`config.mk`:
```
export PLATFORM = sky130hd
export DESIGN_NAME = i2c_nv_config_mux
export DESIGN_NICKNAME = d
export VERILOG_FILES = /design/src/design/nv_mux_pkg.sv /design/src/design/i2c_nv_config_mux.sv /design/src/design/pin_sync.sv
export SDC_FILE = /design/constraint.sdc
export NUM_CORES = 1
export LEC_CHECK = 0
export ABC_AREA = 0
export ABC_CLOCK_PERIOD_IN_PS = 1700
export BUFFER_PORTS_ARGS = -buffer_cell sky130_fd_sc_hd__buf_2
export CORE_UTILIZATION = 26
export CTS_CLUSTER_SIZE = 16
export DETAILED_ROUTE_END_ITERATION = 16
export GPL_TIMING_DRIVEN = 0
export PLACE_DENSITY = 0.5
export SLEW_MARGIN = 5
export SYNTH_ARGS = -nofsm -noshare
export SYNTH_HDL_FRONTEND = slang
export SYNTH_SLANG_ARGS = --single-unit
```
`constraint.sdc`:
```
create_clock -name clk -period 1.7 [get_ports clk]
set_input_delay 0.17 -clock clk [delete_from_list [all_inputs] [get_ports clk]]
set_output_delay 0.17 -clock clk [all_outputs]
set_load 0.05 [all_outputs]
```
`src/design/nv_mux_pkg.sv`:
```
// Summary of operation
// - Select low, force low not asserted: four low register bits drive the selected outputs.
// - Select high: external inputs pass through to the selected outputs.
// - Held output follows its register bit while select low and force low not asserted, holds while high.
// - Held value is what the held output showed when select rose.
// - Force low with select low drives all five outputs low.
// - Register writes are accepted only while write protect is low.
// - The register starts out holding all zeros.
// - Address is 1,0,0,1,1, two address pins, then direction bit.
// - Exactly one data byte follows the address: write or read.
// - Data byte: three zero bits, held bit, then four muxed bits.
// - A write with any of the three top bits set is abandoned.
// - Writes are blocked while bus supply or own supply is not good.
package nv_mux_pkg;

    // ----------------------------------------------------------------
    // Register layout
    // ----------------------------------------------------------------
    localparam int NV_W = 5;
    localparam int MUX_W = 4;
    localparam int HELD_BIT = 4;
    localparam int RSV_LSB = 5;
    localparam int RSV_MSB = 7;
    localparam logic [NV_W-1:0] NV_RESET = 5'h00;
    localparam logic [2:0] RSV_ZERO = 3'h0;

    // ----------------------------------------------------------------
    // Bus framing
    // ----------------------------------------------------------------
    localparam logic [4:0] ADDR_FIXED = 5'h13;
    localparam logic [2:0] BIT_LAST = 3'h7;
    localparam logic [2:0] BIT_FIRST = 3'h0;
    localparam logic RW_READ = 1'b1;
    localparam int ADDR_MSB = 7;
    localparam int ADDR_FIX_LSB = 3;
    localparam int ADDR_HI_POS = 2;
    localparam int ADDR_LO_POS = 1;
    localparam int RW_POS = 0;

    // Slow control pins, sampled together
    typedef struct packed {
        logic source_select;
        logic force_low_n;
        logic write_protect;
        logic bus_supply_ok;
        logic supply_ok;
        logic addr_bit_hi;
        logic addr_bit_lo;
        logic [MUX_W-1:0] external_inputs;
    } ctl_pins_t;

    // Target transfer states
    typedef enum logic [2:0] {
        ST_IDLE,
        ST_ADDR,
        ST_ADDR_CHK,
        ST_ADDR_ACK,
        ST_WR,
        ST_WR_ACK,
        ST_RD,
        ST_IGNORE
    } xfer_state_t;

endpackage

```
`src/design/i2c_nv_config_mux.sv`:
```
`timescale 1ns/10ps
module i2c_nv_config_mux (
    // Clock and reset
    input wire logic clk,
    input wire logic rst,
    // Two-wire bus, open drain data
    input wire logic scl_in,
    input wire logic sda_in,
    output logic sda_out,
    output logic sda_oe,
    // Control and external pins
    input wire nv_mux_pkg::ctl_pins_t ctl_pins,
    // Configuration outputs
    output logic [nv_mux_pkg::MUX_W-1:0] selected_outputs,
    output logic held_config_output
);
    import nv_mux_pkg::*;

    // ----------------------------------------------------------------
    // Input synchronisation
    // ----------------------------------------------------------------

    ctl_pins_t pins_s;
    logic [1:0] bus_s;
    logic scl_s;
    logic sda_s;
    logic scl_prev_reg;
    logic sda_prev_reg;

    // Control pins come from outside the clock domain
    pin_sync #(
        .W($bits(ctl_pins_t))
    ) u_ctl_sync (
        .clk(clk),
        .rst(rst),
        .async_in(ctl_pins),
        .sync_out(pins_s)
    );

    // Bus lines come from outside the clock domain
    pin_sync #(
        .W(2)
    ) u_bus_sync (
        .clk(clk),
        .rst(rst),
        .async_in({scl_in, sda_in}),
        .sync_out(bus_s)
    );

    assign scl_s = bus_s[1];
    assign sda_s = bus_s[0];

    // Previous bus levels for edge and condition detection
    always_ff @(posedge clk)
    begin
        if (rst)
        begin
            scl_prev_reg <= 1'b1;
            sda_prev_reg <= 1'b1;
        end
        else
        begin
            scl_prev_reg <= scl_s;
            sda_prev_reg <= sda_s;
        end
    end

    // ----------------------------------------------------------------
    // Bus events
    // ----------------------------------------------------------------

    logic scl_rise;
    logic scl_fall;
    logic start_seen;
    logic stop_seen;

    // Start and stop are data edges while the clock is high
    assign scl_rise = scl_s & ~scl_prev_reg;
    assign scl_fall = ~scl_s & scl_prev_reg;
    assign start_seen = scl_s & scl_prev_reg & sda_prev_reg & ~sda_s;
    assign stop_seen = scl_s & scl_prev_reg & ~sda_prev_reg & sda_s;

    // ----------------------------------------------------------------
    // Transfer state machine
    // ----------------------------------------------------------------

    xfer_state_t state_reg;
    logic [2:0] bit_cnt_reg;
    logic [7:0] shift_reg;
    logic [7:0] tx_reg;
    logic rw_reg;
    logic sda_oe_reg;
    logic [7:0] read_byte;
    logic addr_match;
    logic write_ok;
    logic wr_commit;
    logic [NV_W-1:0] nv_reg;

    // Read data: zero top bits, held bit, four muxed bits
    assign read_byte = {RSV_ZERO, nv_reg};

    // Fixed upper bits plus the two address pins
    assign addr_match = (shift_reg[ADDR_MSB:ADDR_FIX_LSB] == ADDR_FIXED) &
        (shift_reg[ADDR_HI_POS] == pins_s.addr_bit_hi) &
        (shift_reg[ADDR_LO_POS] == pins_s.addr_bit_lo);

    // Conditions under which a received byte may be stored
    assign write_ok = ~pins_s.write_protect &
        pins_s.bus_supply_ok & pins_s.supply_ok &
        (shift_reg[RSV_MSB:RSV_LSB] == RSV_ZERO);

    // Store at the fall that begins the data acknowledge
    assign wr_commit = (state_reg == ST_WR_ACK) & scl_fall &
        ~start_seen & ~stop_seen & write_ok;

    // Walks address, acknowledge and one data byte
    always_ff @(posedge clk)
    begin
        if (rst)
        begin
            state_reg <= ST_IDLE;
            bit_cnt_reg <= BIT_FIRST;
            shift_reg <= 8'h00;
            tx_reg <= 8'h00;
            rw_reg <= 1'b0;
            sda_oe_reg <= 1'b0;
        end
        else if (start_seen)
        begin
            // A start always reopens address reception
            state_reg <= ST_ADDR;
            bit_cnt_reg <= BIT_FIRST;
            sda_oe_reg <= 1'b0;
        end
        else if (stop_seen)
        begin
            state_reg <= ST_IDLE;
            sda_oe_reg <= 1'b0;
        end
        else
        begin
            case (state_reg)
                ST_IDLE:
                begin
                    sda_oe_reg <= 1'b0;
                end
                ST_ADDR:
                begin
                    if (scl_rise)
                    begin
                        shift_reg <= {shift_reg[6:0], sda_s};
                        bit_cnt_reg <= bit_cnt_reg + 3'h1;
                        if (bit_cnt_reg == BIT_LAST)
                        begin
                            state_reg <= ST_ADDR_CHK;
                        end
                    end
                end
                ST_ADDR_CHK:
                begin
                    // Acknowledge only our own address
                    if (scl_fall)
                    begin
                        if (addr_match)
                        begin
                            sda_oe_reg <= 1'b1;
                            rw_reg <= shift_reg[RW_POS];
                            state_reg <= ST_ADDR_ACK;
                        end
                        else
                        begin
                            state_reg <= ST_IGNORE;
                        end
                    end
                end
                ST_ADDR_ACK:
                begin
                    // End of acknowledge: start write or first read bit
                    if (scl_fall)
                    begin
                        bit_cnt_reg <= BIT_FIRST;
                        if (rw_reg == RW_READ)
                        begin
                            sda_oe_reg <= ~read_byte[7];
                            tx_reg <= {read_byte[6:0], 1'b0};
                            state_reg <= ST_RD;
                        end
                        else
                        begin
                            sda_oe_reg <= 1'b0;
                            state_reg <= ST_WR;
                        end
                    end
                end
                ST_WR:
                begin
                    if (scl_rise)
                    begin
                        shift_reg <= {shift_reg[6:0], sda_s};
                        bit_cnt_reg <= bit_cnt_reg + 3'h1;
                        if (bit_cnt_reg == BIT_LAST)
                        begin
                            state_reg <= ST_WR_ACK;
                        end
                    end
                end
                ST_WR_ACK:
                begin
                    // Acknowledge the byte; a refused byte is acknowledged but not stored
                    if (scl_fall)
                    begin
                        sda_oe_reg <= 1'b1;
                        state_reg <= ST_IGNORE;
                    end
                end
                ST_RD:
                begin
                    if (scl_rise)
                    begin
                        bit_cnt_reg <= bit_cnt_reg + 3'h1;
                    end
                    else if (scl_fall)
                    begin
                        if (bit_cnt_reg == BIT_FIRST)
                        begin
                            // Eight bits sent; release for the answer
                            sda_oe_reg <= 1'b0;
                            state_reg <= ST_IGNORE;
                        end
                        else
                        begin
                            sda_oe_reg <= ~tx_reg[7];
                            tx_reg <= {tx_reg[6:0], 1'b0};
                        end
                    end
                end
                ST_IGNORE:
                begin
                    // Drop our acknowledge at the next fall, then wait for a stop or start
                    if (scl_fall)
                    begin
                        sda_oe_reg <= 1'b0;
                    end
                end
                default:
                begin
                    state_reg <= ST_IDLE;
                    sda_oe_reg <= 1'b0;
                end
            endcase
        end
    end

    // Open drain: only ever pull low
    assign sda_out = 1'b0;
    assign sda_oe = sda_oe_reg;

    // ----------------------------------------------------------------
    // Configuration register
    // ----------------------------------------------------------------

    // Starts at the factory value, updated by an accepted write
    always_ff @(posedge clk)
    begin
        if (rst)
        begin
            nv_reg <= NV_RESET;
        end
        else if (wr_commit)
        begin
            nv_reg <= shift_reg[NV_W-1:0];
        end
    end

    // ----------------------------------------------------------------
    // Output paths
    // ----------------------------------------------------------------

    logic [MUX_W-1:0] sel_next;
    logic held_next;
    logic held_reg;

    // Multiplexed outputs: register, external inputs or forced low
    always_comb
    begin
        if (pins_s.source_select)
        begin
            sel_next = pins_s.external_inputs;
        end
        else if (!pins_s.force_low_n)
        begin
            sel_next = '0;
        end
        else
        begin
            sel_next = nv_reg[MUX_W-1:0];
        end
    end

    // Held output: register bit while select low, zero if also forced low, frozen while high
    always_comb
    begin
        if (pins_s.source_select)
        begin
            held_next = held_reg;
        end
        else if (!pins_s.force_low_n)
        begin
            held_next = 1'b0;
        end
        else
        begin
            held_next = nv_reg[HELD_BIT];
        end
    end

    // Registered multiplexed outputs
    always_ff @(posedge clk)
    begin
        if (rst)
        begin
            selected_outputs <= '0;
        end
        else
        begin
            selected_outputs <= sel_next;
        end
    end

    // Latch emulation; the held value is the shown output itself
    always_ff @(posedge clk)
    begin
        if (rst)
        begin
            held_reg <= 1'b0;
        end
        else
        begin
            held_reg <= held_next;
        end
    end

    assign held_config_output = held_reg;

endmodule

```
`src/design/pin_sync.sv`:
```
`timescale 1ns/10ps
module pin_sync #(
    parameter int W = 1
) (
    // Clock and reset
    input wire logic clk,
    input wire logic rst,
    // Asynchronous level in, synchronised level out
    input wire logic [W-1:0] async_in,
    output logic [W-1:0] sync_out
);

    logic [W-1:0] meta_reg;

    // Two-stage synchroniser; first stage feeds only the second
    always_ff @(posedge clk)
    begin
        if (rst)
        begin
            meta_reg <= '0;
            sync_out <= '0;
        end
        else
        begin
            meta_reg <= async_in;
            sync_out <= meta_reg;
        end
    end

endmodule

```
* Yosys cells after proc, flatten, opt, wreduce, memory -nomap -nowiden
Index checks and enable logic that the tools add are counted.
** Storage, ports and cells
- Register bits after elaboration :: 62
- Output and inout bits :: 7
- Word-level logic and storage cells :: 133
** Cells by class
- Add/subtract/negate cells :: 1
- Equality and inequality tests :: 36
- Muxes and demuxes :: 37
- Bitwise logic cells :: 24
- Reduce and logical (&&, ||, !) cells :: 19
** Operators by type and width (count)
- 2-to-1 mux 8 bit :: 5
- inequality test 4 bit (second input constant) :: 10
- 2-to-1 mux 3 bit :: 13
- inequality test 2 bit (second input constant) :: 14
- AND reduction 11 bit :: 2
- case mux 3 bit (6 select lines) :: 1
- AND 1 bit :: 16
- case mux 8 bit (2 select lines) :: 1
- AND reduction 8 bit :: 2
- == test 3 bit (second input constant) :: 5
- 2-to-1 mux 1 bit :: 12
- nonzero test 6 bit :: 2
- logical NOT 3 bit :: 3
- 2-to-1 mux 4 bit :: 2
- inverter 1 bit :: 8
- AND reduction 4 bit :: 2
- nonzero test 8 bit :: 1
- == test 3 x 2 -> 1 bit (second input constant) :: 2
- case mux 1 bit (6 select lines) :: 1
- case mux 3 bit (2 select lines) :: 1
- OR reduction 3 bit :: 2
- == test 5 bit (second input constant) :: 1
- AND reduction 5 bit :: 1
- nonzero test 2 bit :: 2
- 6 further kinds :: 8

* Logic depth before layout (Yosys ltp)
- Depth in word-level cells :: 8
- Depth in mapped cells :: 8
- Mapped depth without buffers :: 7

* Modules after synthesis
From an unflattened synthesis, not the netlist that was laid out.
** Second synthesis, totals
- Cells, all modules :: 258
- Area, all modules :: 2603.7 um2
** Modules (own cells, without submodules)
- i2c_nv_config_mux :: times used 1, cells an instance 204, area an instance 1858.0 um2
- pin_sync (u_ctl_sync) :: times used 1, cells an instance 46, area an instance 640.6 um2
- pin_sync (u_bus_sync) :: times used 1, cells an instance 8, area an instance 105.1 um2

* Least setup slack after synthesis
Ideal clock, no wire load.
- Path type :: register -> register
- Start point :: register bit_cnt_reg[0]
- End point :: register state_reg[1]
- Setup time :: 88 ps
- Data arrival time :: 1416 ps
- Slack :: 196 ps
- Cell stages (with the launch flop) :: 7
- Path buffers :: 0
- Period minus slack after synthesis :: 1504 ps
- Cell sequence :: dfxtp_1 -> ha_1 -> ha_1 -> a21oi_1 -> o221ai_1 -> and3_1 -> a311oi_2
** Between the ends
- Word-level cells in the longest chain between the ends :: 3
- Elaborated cells between the ends (all ways) :: 6
- Classes of those cells :: 4 x eq/ne; 2 x reduce/logical
** Ends and longest elaborated chain
- start: declaration :: line i2c_nv_config_mux.sv:88 : logic [2:0] bit_cnt_reg;
- start signal: assignment :: line i2c_nv_config_mux.sv:152 : bit_cnt_reg <= bit_cnt_reg + 3'h1;
- start signal: assignment :: line i2c_nv_config_mux.sv:200 : bit_cnt_reg <= bit_cnt_reg + 3'h1;
- start signal: assignment :: line i2c_nv_config_mux.sv:220 : bit_cnt_reg <= bit_cnt_reg + 3'h1;
- == test 3 bit / logical NOT 3 bit (equally long branches) :: line i2c_nv_config_mux.sv:153, i2c_nv_config_mux.sv:201, i2c_nv_config_mux.sv:224
- inequality test 2 bit (no line)
- AND reduction 11 bit (no line) *
- end signal: assignment :: line i2c_nv_config_mux.sv:155 : state_reg <= ST_ADDR_CHK;
- end signal: assignment :: line i2c_nv_config_mux.sv:203 : state_reg <= ST_WR_ACK;
- end signal: assignment :: line i2c_nv_config_mux.sv:213 : state_reg <= ST_IGNORE;
- end: declaration :: line i2c_nv_config_mux.sv:87 : xfer_state_t state_reg;
Mark *: on every way between the ends. The rest lies on a longest branch, timed or not.
A chain may end at the register's enable or synchronous reset.

* Worst setup path in the final report
Same ends and word-level chain as after synthesis.

==> results.md <==
- DRC Markers: 0
- Core area: 8890 sq um
- Clk slew on worst S/H paths: 0.07 ns
- CP Max Fanout: 4
- Root buf cell: clkbuf_8
- CP Launch Type: flop
- Yosys reg bits: 61
- First-pass detailed-route iteration total: 4
- NumNets Final: 305
- Mapped cell area: 2430 sq um
- Final-report hold violation count: 0
- Commonest cells in the netlist: dfxtp_1, nor2_1, nor2b_1, nand2_1, a21oi_1
- Vias in the first global route: 1612
- Die Y: 98.6 microns
- Run status: finished, final reports clean
- Hold Path Class: in -> reg
- Wire length per cell: 11.3 microns
- Mapped Nets: 274
- Required time worst endpoint: 1.94 ns
- Max-slew violations: 0
- Htree depth: 3
- WS Path Type: reg -> reg
- EDFF count, synth: 0
- First-pass GRT wire length: 7490 microns
- RSZ-0062 raised after global routing: false
- CTS tree: done
- Ant diodes: 0
- Tmin final: 1.60 ns
- Cells after Synth: 256
- # clock sinks: 61
- GRT Total Usage: 0.101
- Top_reg_cell synth: dfxtp_1
- Rows: 34
- Worst slew margin: 0.636
- Largest net degree at the start of global routing: 12
- Via count: 1771
- VDD IR max: 0.000854 V
- Power Dens Cells: 1040 nW/um^2
- Vias per cell: 4.43
- ANT nets after route: 0
- Area grow syn2layout: 19.7%
- DP Wirelength: 3250 microns
- Arr. time, crit path: 1.84 ns
- R2r startpoint: bit_cnt_reg[0]
- Most common cell in the netlist: dfxtp_1
- I/O pins: 22
- I/O Buffers: 20
- Initial antenna violation count: 0
- Initial core utilization: 0.273
- Sequential share of the synthesized area: 0.503
- Final GP Congestion: 0.762
- Final setup violation count: 0
- GRT overflow: 0
- Post-CTS Setup Bufs: 0
- Ys async rst share: 0
- Share of layout cells above drive strength 1: 0.212
- Total CTS buffers: 9
- Distinct cells, synth: 46
- Synthesis Warnings: 0
- Hold Startpoint: ctl_pins[3]
- Max-cap violations: 0
- Nature of the critical path endpoint: flop
- Initial DRC count: 90
- Cell accounting for the most synthesized area: dfxtp_1
- DIE WIDTH: 98.6 microns
- Die area: 9720 sq um
- DRT Wirelength: 4530 microns
- Ranking of synthesized cells by area: dfxtp_1, nor2b_1, mux2i_1
- Synth Area per Inst: 9.48 sq um
- Slew of the pin with the lowest slew margin: 0.546 ns
- Final Power: 3.02 mW
- Static leakage: 1.13 nW
- Clock Skew: 0.00686 ns
- Final Cycle Share: 0.940
- Clock latency at the later pin of the worst-skew pair: 0.33 ns
- CP startpoint: bit_cnt_reg[0]
- Fin Setup TNS: 0 ns
- CTS Buffer Depth: 2
- Yosys top cell area share: 0.503
- Maximum clock rate: 626 MHz
-- what timing repair did --
action,4_1_cts,5_1_grt
hold endpoints to repair,0,0
setup endpoints to repair,0,8
hold buffers,0,0
gates resized for setup,0,5
-- per-layer routing --
metal / GRT usage / up-vias / part of all wire
met5: 0 / - / 0
met4: 0.0689 / 0 / 0.021
met3: 0.0213 / 8 / 0.019
met2: 0.159 / 18 / 0.45
met1: 0.125 / 818 / 0.51
li1: - / 927 / -
-- cell type report --
cell class | instances | area, sq um
fill | 934 | 5990
buffer | 14 | 73.8
timing repair buffer | 20 | 100
clock inverter | 6 | 87.6
clock buffer | 10 | 128
multi-input combinational | 175 | 1140
tap | 108 | 135
inverter | 6 | 22.5
sequential | 61 | 1220
-- final timing paths --
| path | endpoint | slack (ns) | depth (start not counted) |
|---|---|---|---|
| setup / recovery | state_reg[1] | 0.10 | 6 |
| hold / removal | u_ctl_sync.meta_reg[3] | 0.04 | 2 |
| setup reg to reg | state_reg[1] | 0.10 | 6 |
| hold reg to reg | u_ctl_sync.sync_out[2] | 0.44 | 1 |
-- stage by stage --
stage | setup WS [ns] | util | hold WS, ns | std cells | area (sq um)
finish | 0.102 | 0.327 | 0.0424 | 400 | 2900
global route | 0.00922 | 0.327 | 0.0417 | 400 | 2900
CTS | 0.0175 | 0.324 | 0.0320 | 400 | 2880
detailed placement | 0.0365 | 0.299 | 0.382 | 384 | 2660
global placement | 0.0645 | 0.299 | 0.376 | 384 | 2660
floorplan | 0.196 | - | 0.298 | 256 | 2430
-- critical path: stages (launching register included) --
cell and delay (ns):
dfxtp_1 0.34, ha_1 0.21, ha_1 0.22, a21oi_2 0.16, o221ai_2 0.13, and3_4 0.21
a311oi_2 0.26
-- power breakdown --
group / total, mW / internal [mW] / switching [mW] / leakage (nW)
registers: 1.48 / 1.46 / 0.0141 / 0.498
clock network: 1.38 / 0.825 / 0.559 / 0.110
logic: 0.161 / 0.0678 / 0.0933 / 0.527
-- placed cells by master (no fill, tap or decap), types with 3 or more instances in the layout --
cell | netlist | final
mux2i_1 | 15 | 15
ha_1 | 3 | 3
nand2_1 | 18 | 18
nand3_1 | 7 | 7
clkbuf_1 | 6 | 7
xnor2_1 | 3 | 3
dfxtp_1 | 61 | 61
nand4_1 | 3 | 3
buf_2 | 2 | 22
inv_1 | 5 | 5
nor2_1 | 35 | 35
a311oi_1 | 4 | 3
a21oi_1 | 16 | 15
nand2b_1 | 4 | 4
or2_2 | 4 | 4
clkbuf_8 | 0 | 9
buf_4 | 5 | 5
nor2b_1 | 29 | 29
-- cells by family (layout without fill, tap and decap cells) --
logic type | after synthesis | in the layout | share of synthesized area
other cells | 1 | 1 | 0.00155
mux | 15 | 15 | 0.0619
compound gates | 37 | 37 | 0.110
xor+xnor | 3 | 3 | 0.0108
flops | 61 | 61 | 0.503
buf+inv | 20 | 56 | 0.0397
fa+ha+maj | 4 | 4 | 0.0201
simple gates | 115 | 115 | 0.252
(Power assumes the default switching activity.)
